<file path="src/rtl/cusf_pkg.sv">
/*
 * cusf_pkg: constants shared by the channel unit status flag block:
 * apb register offsets, field positions of the device status word and
 * of the control register, and reset values.
 * assumes: imported whole by each design module of the block.
 */
package cusf_pkg;

  // ------------------------------------------------------------------
  // register map (byte addresses on apb)
  // ------------------------------------------------------------------
  localparam logic [7:0] CUSF_DSW_OFS  = 8'h00; // device_status_word, ro
  localparam logic [7:0] CUSF_CTL_OFS  = 8'h04; // control bits
  localparam logic [7:0] CUSF_LOG_OFS  = 8'h08; // write logs and resets
  localparam logic [7:0] CUSF_TT_OFS   = 8'h0c; // tumble_table entry, ro
  localparam logic [7:0] CUSF_CMD_OFS  = 8'h10; // command_byte_reg, ro

  // ------------------------------------------------------------------
  // device status word fields
  // ------------------------------------------------------------------
  localparam int CUSF_DSW_W       = 16;
  localparam int CUSF_NFLAGS      = 11;         // ten word flags + stack ff
  localparam int CUSF_B_COMMAND_REJECTED    = 0;
  localparam int CUSF_B_STKCOPY   = 1;
  localparam int CUSF_B_COMMAND_CHAINING    = 2;
  localparam int CUSF_B_SELREJ    = 3;
  localparam int CUSF_B_UDEND     = 4;
  localparam int CUSF_B_CDEND     = 5;
  localparam int CUSF_B_ENDING_SEQ_DONE     = 6;
  localparam int CUSF_B_CHAN_INIT_SEQ_DONE      = 7;
  localparam int CUSF_B_BUSY_SENT_FLAG      = 8;
  localparam int CUSF_B_CHANNEL_END_SENT_FLAG    = 9;
  localparam int CUSF_F_STKFF     = 10;         // flag index of the ff
  localparam int CUSF_LOW_W       = 10;         // width of flag field

  // ------------------------------------------------------------------
  // control register fields
  // ------------------------------------------------------------------
  localparam int CUSF_C_UNIT_END_ENABLE     = 13;         // unit_end_enable
  localparam int CUSF_C_STKSET    = 0;          // write 1: set stack ff

  // ------------------------------------------------------------------
  // reset values
  // ------------------------------------------------------------------
  localparam logic [CUSF_NFLAGS-1:0] CUSF_FLAGS_RST = 11'h000;
  localparam logic [15:0]            CUSF_WORD_RST  = 16'h0000;
  localparam logic [7:0]             CUSF_BYTE_RST  = 8'h00;
  localparam logic [31:0]            CUSF_DATA_RST  = 32'h0000_0000;

endpackage : cusf_pkg

</file>
<file path="src/rtl/cusf_sticky.sv">
/*
 * cusf_sticky: a vector of sticky flags, each set by a one-cycle set
 * term and cleared by a one-cycle clear term.
 * assumes: set and clear are synchronous to clk; set beats clear.
 */
`timescale 1ns/1ns
`default_nettype none

module cusf_sticky
  import cusf_pkg::*;
#(
  parameter int                W   = CUSF_NFLAGS,
  parameter logic [W-1:0]      RST = '0
) (
  input  wire logic         clk,
  input  wire logic         rst_n,
  input  wire logic [W-1:0] set,
  input  wire logic [W-1:0] clr,
  output logic      [W-1:0] q
);

  typedef struct packed {
    logic [W-1:0] flags;
  } cusf_sticky_s;

  cusf_sticky_s st_reg;
  cusf_sticky_s st_next;

  // an event in the clearing cycle must survive, so set wins
  always_comb begin
    st_next       = st_reg;
    st_next.flags = (st_reg.flags & ~clr) | set;
  end

  always_ff @(posedge clk or negedge rst_n) begin
    if (!rst_n) begin
      st_reg.flags <= RST;
    end else begin
      st_reg <= st_next;
    end
  end

  assign q = st_reg.flags;

endmodule // cusf_sticky

`default_nettype wire

</file>
<file path="src/rtl/cusf_status_flags.sv">
/*
 * cusf_status_flags: low ten bits of the device status word of a channel
 * control unit, the stacked status flip-flop, the command byte, the
 * tumble table entry and an apb slave to reach them.
 * assumes: channel tag events arrive as inputs synchronous to clk; the
 * transfer engine supplies the byte count and transfer state; the apb
 * master follows the usual setup and access phases.
 */
// Design decisions made here: the register addresses and the APB interface to the registers.
`timescale 1ns/1ns
`default_nettype none

// Notes on behaviour
// - set channel end sent flag when channel end status goes out
// - set busy sent flag when a status byte with busy goes out
// - set channel sequence done flag when a channel selection ends
// - clear channel sequence done flag when the word is logged
// - set ending sequence flag on unit status or stacked status taken
// - on address contention set channel sequence flag instead
// - set channel data end when service in is answered by command out
// - interface disconnect also sets it; data end pulses io done, not done
// - clear channel data end once copied into the tumble table
// - byte count zero sets unit data end, interrupt, done, io done
// - with unit end enable, short busy reply sets selection rejected
// - reject only while unit busy and no status pending for address
// - selection rejected survives logging, cleared on unit end taken
// - service out with suppress out on status in sets chaining
// - command out on status in sets stack ff, copy shown at bit 1
// - software may set stack ff only while lockout is low
// - suppress out with stack ff set withdraws request in
// - rejected command sets command rejected, byte kept
// - status word read only, copied to tumble table before reset
module cusf_status_flags
  import cusf_pkg::*;
(
  input  wire logic        clk,
  input  wire logic        rst_n,
  // apb slave
  input  wire logic        psel,
  input  wire logic        penable,
  input  wire logic        pwrite,
  input  wire logic [7:0]  paddr,
  input  wire logic [31:0] pwdata,
  output logic             pready,
  output logic      [31:0] prdata,
  output logic             pslverr,
  // channel tags seen by the unit
  input  wire logic        command_out,
  input  wire logic        service_out,
  input  wire logic        suppress_out,
  input  wire logic        status_in,
  input  wire logic        service_in,
  // status byte transmission, one-cycle pulse with qualifiers
  input  wire logic        status_xmit,
  input  wire logic        status_is_chan_end,
  input  wire logic        status_is_busy,
  input  wire logic        status_is_cu_end,
  input  wire logic        status_unit_init,
  // selection
  input  wire logic        chan_seq_end,
  input  wire logic        sel_attempt,
  input  wire logic [7:0]  sel_addr,
  input  wire logic [7:0]  req_addr,
  input  wire logic        status_pending,
  input  wire logic        unit_busy_flag,
  input  wire logic        request_status,
  input  wire logic        channel_lockout,
  // command and data transfer
  input  wire logic        cmd_valid,
  input  wire logic [7:0]  cmd_byte,
  input  wire logic        cmd_reject,
  input  wire logic        xfer_active,
  input  wire logic        disconnect,
  input  wire logic [15:0] byte_count_reg,
  // outputs
  output logic             request_in,
  output logic             short_busy_reply,
  output logic             io_done,
  output logic             done,
  output logic             program_interrupt,
  output logic      [7:0]  command_byte_reg,
  output logic      [15:0] device_status_word
);

  // ------------------------------------------------------------------
  // state
  // ------------------------------------------------------------------
  typedef struct packed {
    logic        pready;
    logic [31:0] prdata;
    logic        pslverr;
    logic        unit_end_enable;
    logic [15:0] dsw;
    logic [15:0] tumble_table;
    logic [7:0]  cmd;
    logic        request_in;
    logic        short_busy;
    logic        io_done;
    logic        done;
    logic        pint;
  } cusf_state_s;

  cusf_state_s st_reg;
  cusf_state_s st_next;

  logic [CUSF_NFLAGS-1:0] flag_q;
  logic [CUSF_NFLAGS-1:0] flag_set;
  logic [CUSF_NFLAGS-1:0] flag_clr;

  // ------------------------------------------------------------------
  // helpers
  // ------------------------------------------------------------------
  // status word as the flags stand now
  function automatic logic [15:0] word_of(
    input logic [CUSF_NFLAGS-1:0] f
  );
    logic [15:0] w;
    w = CUSF_WORD_RST;
    w[CUSF_LOW_W-1:0] = f[CUSF_LOW_W-1:0];
    w[CUSF_B_STKCOPY] = f[CUSF_F_STKFF];
    return w;
  endfunction

  // one-hot mask at a flag index
  function automatic logic [CUSF_NFLAGS-1:0] bit_at(input int idx);
    logic [CUSF_NFLAGS-1:0] m;
    m      = CUSF_FLAGS_RST;
    m[idx] = 1'b1;
    return m;
  endfunction

  // ------------------------------------------------------------------
  // flag storage
  // ------------------------------------------------------------------
  cusf_sticky #(
    .W   (CUSF_NFLAGS),
    .RST (CUSF_FLAGS_RST)
  ) u_flags (
    .clk   (clk),
    .rst_n (rst_n),
    .set   (flag_set),
    .clr   (flag_clr),
    .q     (flag_q)
  );

  // ------------------------------------------------------------------
  // event decode
  // ------------------------------------------------------------------
  logic apb_setup;
  logic apb_acc;
  logic wr_log;
  logic wr_ctl;
  logic contention;
  logic sel_reject;
  logic stk_taken;
  logic cue_taken;
  logic chan_dend_ev;
  logic unit_dend_ev;

  // transfer completes at the access edge, which is when pready is high
  assign apb_setup = psel & ~penable;
  assign apb_acc   = psel & penable & st_reg.pready;
  assign wr_log    = apb_acc & pwrite & (paddr == CUSF_LOG_OFS);
  assign wr_ctl    = apb_acc & pwrite & (paddr == CUSF_CTL_OFS);

  // unit status and a channel selection for the same address collide
  assign contention = status_xmit & status_unit_init & request_status &
                      sel_attempt & (sel_addr == req_addr);
  // busy answer only when busy and nothing pending for the address
  assign sel_reject = sel_attempt & unit_busy_flag &
                      ~status_pending;
  assign stk_taken  = status_xmit & flag_q[CUSF_F_STKFF];
  assign cue_taken  = status_xmit & status_is_cu_end;
  assign chan_dend_ev = xfer_active &
    ((service_in & command_out) | disconnect);
  assign unit_dend_ev = xfer_active &
    (byte_count_reg == CUSF_WORD_RST);

  // set terms; pure events, except that unit_end_enable gates selection rejected and contention moves unit status from the ending flag to the sequence flag
  always_comb begin
    flag_set = CUSF_FLAGS_RST;
    if (status_xmit && status_is_chan_end) begin
      flag_set |= bit_at(CUSF_B_CHANNEL_END_SENT_FLAG);
    end
    if (status_xmit && status_is_busy) begin
      flag_set |= bit_at(CUSF_B_BUSY_SENT_FLAG);
    end
    if (chan_seq_end || contention) begin
      flag_set |= bit_at(CUSF_B_CHAN_INIT_SEQ_DONE);
    end
    if ((status_xmit && status_unit_init && !contention) || stk_taken)
    begin
      flag_set |= bit_at(CUSF_B_ENDING_SEQ_DONE);
    end
    if (chan_dend_ev) begin
      flag_set |= bit_at(CUSF_B_CDEND);
    end
    if (unit_dend_ev) begin
      flag_set |= bit_at(CUSF_B_UDEND);
    end
    if (sel_reject && st_reg.unit_end_enable) begin
      flag_set |= bit_at(CUSF_B_SELREJ);
    end
    if (status_in && service_out && suppress_out) begin
      flag_set |= bit_at(CUSF_B_COMMAND_CHAINING);
    end
    if (status_in && command_out) begin
      flag_set |= bit_at(CUSF_F_STKFF);
    end
    // software stacking is refused while the unit holds the channel
    if (wr_ctl && pwdata[CUSF_C_STKSET] && !channel_lockout) begin
      flag_set |= bit_at(CUSF_F_STKFF);
    end
    if (cmd_reject) begin
      flag_set |= bit_at(CUSF_B_COMMAND_REJECTED);
    end
  end

  // clear terms: logging clears the word except the rejected flag and the stack copy
  always_comb begin
    flag_clr = CUSF_FLAGS_RST;
    if (wr_log) begin
      flag_clr[CUSF_LOW_W-1:0] = {CUSF_LOW_W{1'b1}};
      flag_clr[CUSF_B_SELREJ]  = 1'b0;
      flag_clr[CUSF_B_STKCOPY] = 1'b0;     // copy bit is no flag itself
    end
    if (cue_taken) begin
      flag_clr[CUSF_B_SELREJ] = 1'b1;
    end
    if (stk_taken) begin
      flag_clr[CUSF_F_STKFF] = 1'b1;  // stacked status finally taken
    end
  end

  // ------------------------------------------------------------------
  // next state
  // ------------------------------------------------------------------
  always_comb begin
    st_next = st_reg;

    // snapshot of all flags each cycle so reads never tear
    st_next.dsw = word_of(flag_q);

    // log copies the flags exactly as the clear finds them, so an event
    // from the cycle just before the log is filed rather than lost
    if (wr_log) begin
      st_next.tumble_table = word_of(flag_q);
    end

    // only software writes change the enable
    if (wr_ctl) begin
      st_next.unit_end_enable = pwdata[CUSF_C_UNIT_END_ENABLE];
    end

    // last command kept even when rejected
    if (cmd_valid) begin
      st_next.cmd = cmd_byte;
    end

    // withdraw the request for suppressible stacked status
    st_next.request_in = request_status &
      ~(suppress_out & flag_q[CUSF_F_STKFF]);

    st_next.short_busy = sel_reject;

    // io done pulses on the first cycle either data end appears
    st_next.io_done =
      (chan_dend_ev & ~flag_q[CUSF_B_CDEND]) |
      (unit_dend_ev & ~flag_q[CUSF_B_UDEND]);
    st_next.pint = unit_dend_ev & ~flag_q[CUSF_B_UDEND];
    if (unit_dend_ev) begin
      st_next.done = 1'b1;
    end else if (wr_log) begin
      st_next.done = 1'b0;
    end

    // apb: one wait-free access, read data loaded in the setup cycle
    st_next.pready  = 1'b0;
    st_next.pslverr = 1'b0;
    if (apb_setup) begin
      st_next.pready = 1'b1;
      st_next.prdata = CUSF_DATA_RST;
      if (paddr == CUSF_DSW_OFS) begin
        st_next.prdata[15:0] = word_of(flag_q);
        st_next.pslverr = pwrite;              // read only
      end else if (paddr == CUSF_CTL_OFS) begin
        st_next.prdata[CUSF_C_UNIT_END_ENABLE] = st_reg.unit_end_enable;
      end else if (paddr == CUSF_LOG_OFS) begin
        st_next.pslverr = ~pwrite;
      end else if (paddr == CUSF_TT_OFS) begin
        st_next.prdata[15:0] = st_reg.tumble_table;
        st_next.pslverr = pwrite;
      end else if (paddr == CUSF_CMD_OFS) begin
        st_next.prdata[7:0] = st_reg.cmd;
        st_next.pslverr = pwrite;
      end else begin
        st_next.pslverr = 1'b1;         // unmapped: error, reads zero
      end
    end
  end

  // ------------------------------------------------------------------
  // registers
  // ------------------------------------------------------------------
  always_ff @(posedge clk or negedge rst_n) begin
    if (!rst_n) begin
      st_reg.pready          <= 1'b0;
      st_reg.prdata          <= CUSF_DATA_RST;
      st_reg.pslverr         <= 1'b0;
      st_reg.unit_end_enable <= 1'b0;
      st_reg.dsw             <= CUSF_WORD_RST;
      st_reg.tumble_table    <= CUSF_WORD_RST;
      st_reg.cmd             <= CUSF_BYTE_RST;
      st_reg.request_in      <= 1'b0;
      st_reg.short_busy      <= 1'b0;
      st_reg.io_done         <= 1'b0;
      st_reg.done            <= 1'b0;
      st_reg.pint            <= 1'b0;
    end else begin
      st_reg <= st_next;
    end
  end

  // ------------------------------------------------------------------
  // outputs, all straight from flip-flops
  // ------------------------------------------------------------------
  assign pready             = st_reg.pready;
  assign prdata             = st_reg.prdata;
  assign pslverr            = st_reg.pslverr;
  assign request_in         = st_reg.request_in;
  assign short_busy_reply   = st_reg.short_busy;
  assign io_done            = st_reg.io_done;
  assign done               = st_reg.done;
  assign program_interrupt  = st_reg.pint;
  assign command_byte_reg   = st_reg.cmd;
  assign device_status_word = st_reg.dsw;

endmodule // cusf_status_flags

`default_nettype wire

</file>
<file path="config.mk">
export PLATFORM = sky130hd
export DESIGN_NAME = cusf_status_flags
export DESIGN_NICKNAME = d
export VERILOG_FILES = /design/src/rtl/cusf_pkg.sv /design/src/rtl/cusf_sticky.sv /design/src/rtl/cusf_status_flags.sv
export SDC_FILE = /design/constraint.sdc
export NUM_CORES = 1
export LEC_CHECK = 0
export ABC_AREA = 1
export BUFFER_PORTS_ARGS = -buffer_cell sky130_fd_sc_hd__buf_2
export CORE_MARGIN = 2
export CORE_UTILIZATION = 25
export DETAILED_ROUTE_END_ITERATION = 16
export GPL_TIMING_DRIVEN = 0
export PLACE_DENSITY = 0.52
export SETUP_SLACK_MARGIN = 0.4
export SLEW_MARGIN = 25
export SYNTH_ARGS = -nofsm -noshare
export SYNTH_HDL_FRONTEND = slang
export SYNTH_SLANG_ARGS = --single-unit
export TNS_END_PERCENT = 100
</file>
<file path="constraint.sdc">
create_clock -name clk -period 2.06 [get_ports clk]
set_clock_uncertainty 0.1 [all_clocks]
set_input_delay 0.309 -clock clk [delete_from_list [all_inputs] [get_ports clk]]
set_output_delay 0.309 -clock clk [all_outputs]
set_load 0.01 [all_outputs]
</file>
==> flow_summary_export.csv <==
group,metric,value,unit
status,status,"complete, no violations",
synthesis,avgSynthCellArea,8.22,um^2
die,die_h,115,um
global_route,grt_pass1_wl,12200,um
sta,fin_ws,699,ps
finish,fin_cells,670,
finish,utilization,35.0,%
power_and_ir_drop,p_seq_share,39.3,%
detailed_routing,route.antenna.remaining_nets,0,
synthesis,synth_flop_cell,"dfrtp_1",
sta,finalMaxSlewViolations,0,
cts,post_cts_resized,0,
detailed_routing,vias_per_cell,3.91,
placement,io_buffers,110,
detailed_routing,wirelength,7320,um
sta,finalSetupViolCount,0,
placement,dp_hpwl,5930,um
critical_path,required,1650,ps
synthesis,syn_area,0.00306,mm^2
die,die_area,0.0131,mm^2
global_route,grt_usage,11.9,%
placement,place_ws,525,ps
global_route,overflow,0,
finish,area_delta_synth_final,36.9,%
synthesis,synth_top_area_cell,"dfrtp_1",
die,rows,40,
sta,worstMarginPinSlew,721,ps
die,initial_core_util,25.6,%
power_and_ir_drop,p_sw,705,uW
cts,cts_setup_buffers,0,
cts,clock_sinks,57,
sta,hold_viol_final,0,
worst_hold_path,min_path_type,"in2reg",
critical_path,slowest_delay,380,ps
power_and_ir_drop,ir_drop,325,uV
sta,fmaxAchievable,0.735,GHz
critical_path,worstPathMaxFanout,2,
power_and_ir_drop,clkPwrFrac,46.9,%
cts,numCtsBuffers,9,
synthesis,ys_seq_elements,57,
cts,clock-root-buffer,"clkbuf_16",
cts,clk_latency,320,ps
power_and_ir_drop,p_total,3.03,mW
critical_path,slowest_stage,"dfrtp_1",
critical_path,crit_chain,"buf_4, buf_2",
die,pin_count,168,
job,cap_viol_max_count,0,
power_and_ir_drop,power_density,724,mW/mm^2
synthesis,seq_area_frac_synth,46.6,%
detailed_routing,drc,0,
detailed_routing,wl_per_cell,10.9,um
cts,cts_tree,"built",
sta,finalCritPeriodShare,66.1,%
critical_path,path_class,"reg2out",
synthesis,yosysUniqueCellTypes,28,
cts,hold_buffers,1,
global_route,grt_max_degree,58,
synthesis,postSynthCellCount,372,
critical_path,cp_top_family,"flip-flops",
synthesis,synth_common_cells,"nand2_1, buf_4, dfrtp_1",
finish,layout-drive-gt1-share,39.4,%
cts,clock_path_buffers,2,
sta,fin_tns_setup,0,ps
power_and_ir_drop,p_int,2.33,mW
critical_path,crit_path_end_kind,"primary output",
global_route,grt_pass1_vias,2537,
finish,nets,625,
finish,num_antenna_cells,0,
detailed_routing,drt-pass1-iter-count,4,
power_and_ir_drop,leakagePower,2.34,nW
critical_path,worstSetupStartpointType,"flip-flop",
sta,fin_crit,1360,ps
placement,gp_congestion,0.738,
power_and_ir_drop,combPwrFrac,13.8,%
critical_path,r2r_setup_slack,720,ps
cts,cts_htree_levels,3,
die,fp.coreArea,0.0120,mm^2
synthesis,yosys.area.top_type_share,46.6,%
synthesis,ys_top_cells_by_area,"dfrtp_1, buf_4, nand2_1",
sta,relSlewSlack,52.0,%
cts,clk_pin_slew_worst_paths,50,ps
critical_path,cp_num_buf_inv,2,
placement,placed_cells,655,
detailed_routing,routed-via-count,2617,
global_route,antenna_found_initial,0,
detailed_routing,drtIter0Drc,82,
critical_path,cp.arrival,950,ps
power_and_ir_drop,switching_share,23.2,%
synthesis,synth_most_common_cell,"nand2_1",
die,die_x,115,um
synthesis,synth-async-reset-ratio,100,%
synthesis,yosys_warnings,0,
sta,rsz0062_at_grt,"no",
synthesis,synth_edf_count,0,
[logic make-up (layout without fill, tap and decap cells)]
| group | after synthesis | after routing | synth area share (%) |
|---|---|---|---|
| xor+xnor | 4 | 4 | 1.15 |
| flops | 57 | 57 | 46.6 |
| simple gates | 153 | 153 | 22.1 |
| buf+inv | 110 | 235 | 21.4 |
| compound gates | 47 | 47 | 8.59 |
| other cells | 1 | 27 | 0.123 |
[worst register-to-register path, stage by stage (launching register included)]
cell and delay (ps):
dfrtp_1 350, nand3_1 100, nor2_2 160, nand3_2 110, buf_6 160, buf_6 150
nand2_1 60, nand2_1 50
[final timing paths]
kind                       cells after the start                    from                               to
setup / recovery                               2   prdata[6]$_DFFE_PN0P_                        prdata[6]
hold / removal                                 2            suppress_out             request_in$_DFF_PN0_
setup reg to reg                               7        pready$_DFF_PN0_           u_flags.q[9]$_DFF_PN0_
hold reg to reg                                0  u_flags.q[3]$_DFF_PN0_  device_status_word[3]$_DFF_PN0_
max in group asynchronous                      2                   rst_n           st_reg[45]$_DFFE_PN0N_
min in group asynchronous                      2                   rst_n  command_byte_reg[2]$_DFFE_PN0P_
[through the flow]
stage | instance area [um^2] | hold slack (ps)
6_report | 4190 | 75.0
5_1_grt | 4190 | 75.8
4_1_cts | 4190 | 68.7
3_5_place_dp | 3890 | 260
3_3_place_gp | 3890 | 259
2_1_floorplan | 3160 | -86.6
[per-layer routing]
metal	vias to the layer above	GRT usage (%)	wire, um	part of all wire (%)
met3	9	3.55	551	7.5
met4	0	3.66	71	0.97
met2	102	20.1	3550	48
met5	-	0	0	0
met1	1137	14.7	3150	43
li1	1369	-	-	-
[layout make-up]
| class | instances | area (um^2) |
|---|---|---|
| clock inverters | 3 | 42.5 |
| plain buffers | 64 | 480 |
| flip-flops and latches | 57 | 1430 |
| inverters | 46 | 173 |
| clock buffers | 11 | 243 |
| repair buffers | 111 | 563 |
| well taps | 147 | 184 |
| fillers | 1268 | 7770 |
| multi-input cells | 231 | 1080 |
[placed cells by master (no fill, tap or decap), drive strengths merged, types with 4 or more instances in the layout]
| cell type | instances |
|---|---|
| nand3 | 25 |
| nand2 | 73 |
| nor2 | 48 |
| clkbuf | 12 |
| buf | 173 |
| xnor2 | 4 |
| o21ai | 38 |
| dfrtp | 57 |
| inv | 46 |
| nor3 | 4 |
| conb | 27 |
[power by group through the flow]
stage	clock network (mW)	registers [mW]	logic [mW]
2_1_floorplan	0	1.21	0.249
3_3_place_gp	0	1.21	0.419
3_5_place_dp	0	1.21	0.424
4_1_cts	1.46	1.19	0.426
5_1_grt	1.52	1.20	0.472
6_report	1.42	1.19	0.420
Power figures use the tool's default switching activity.
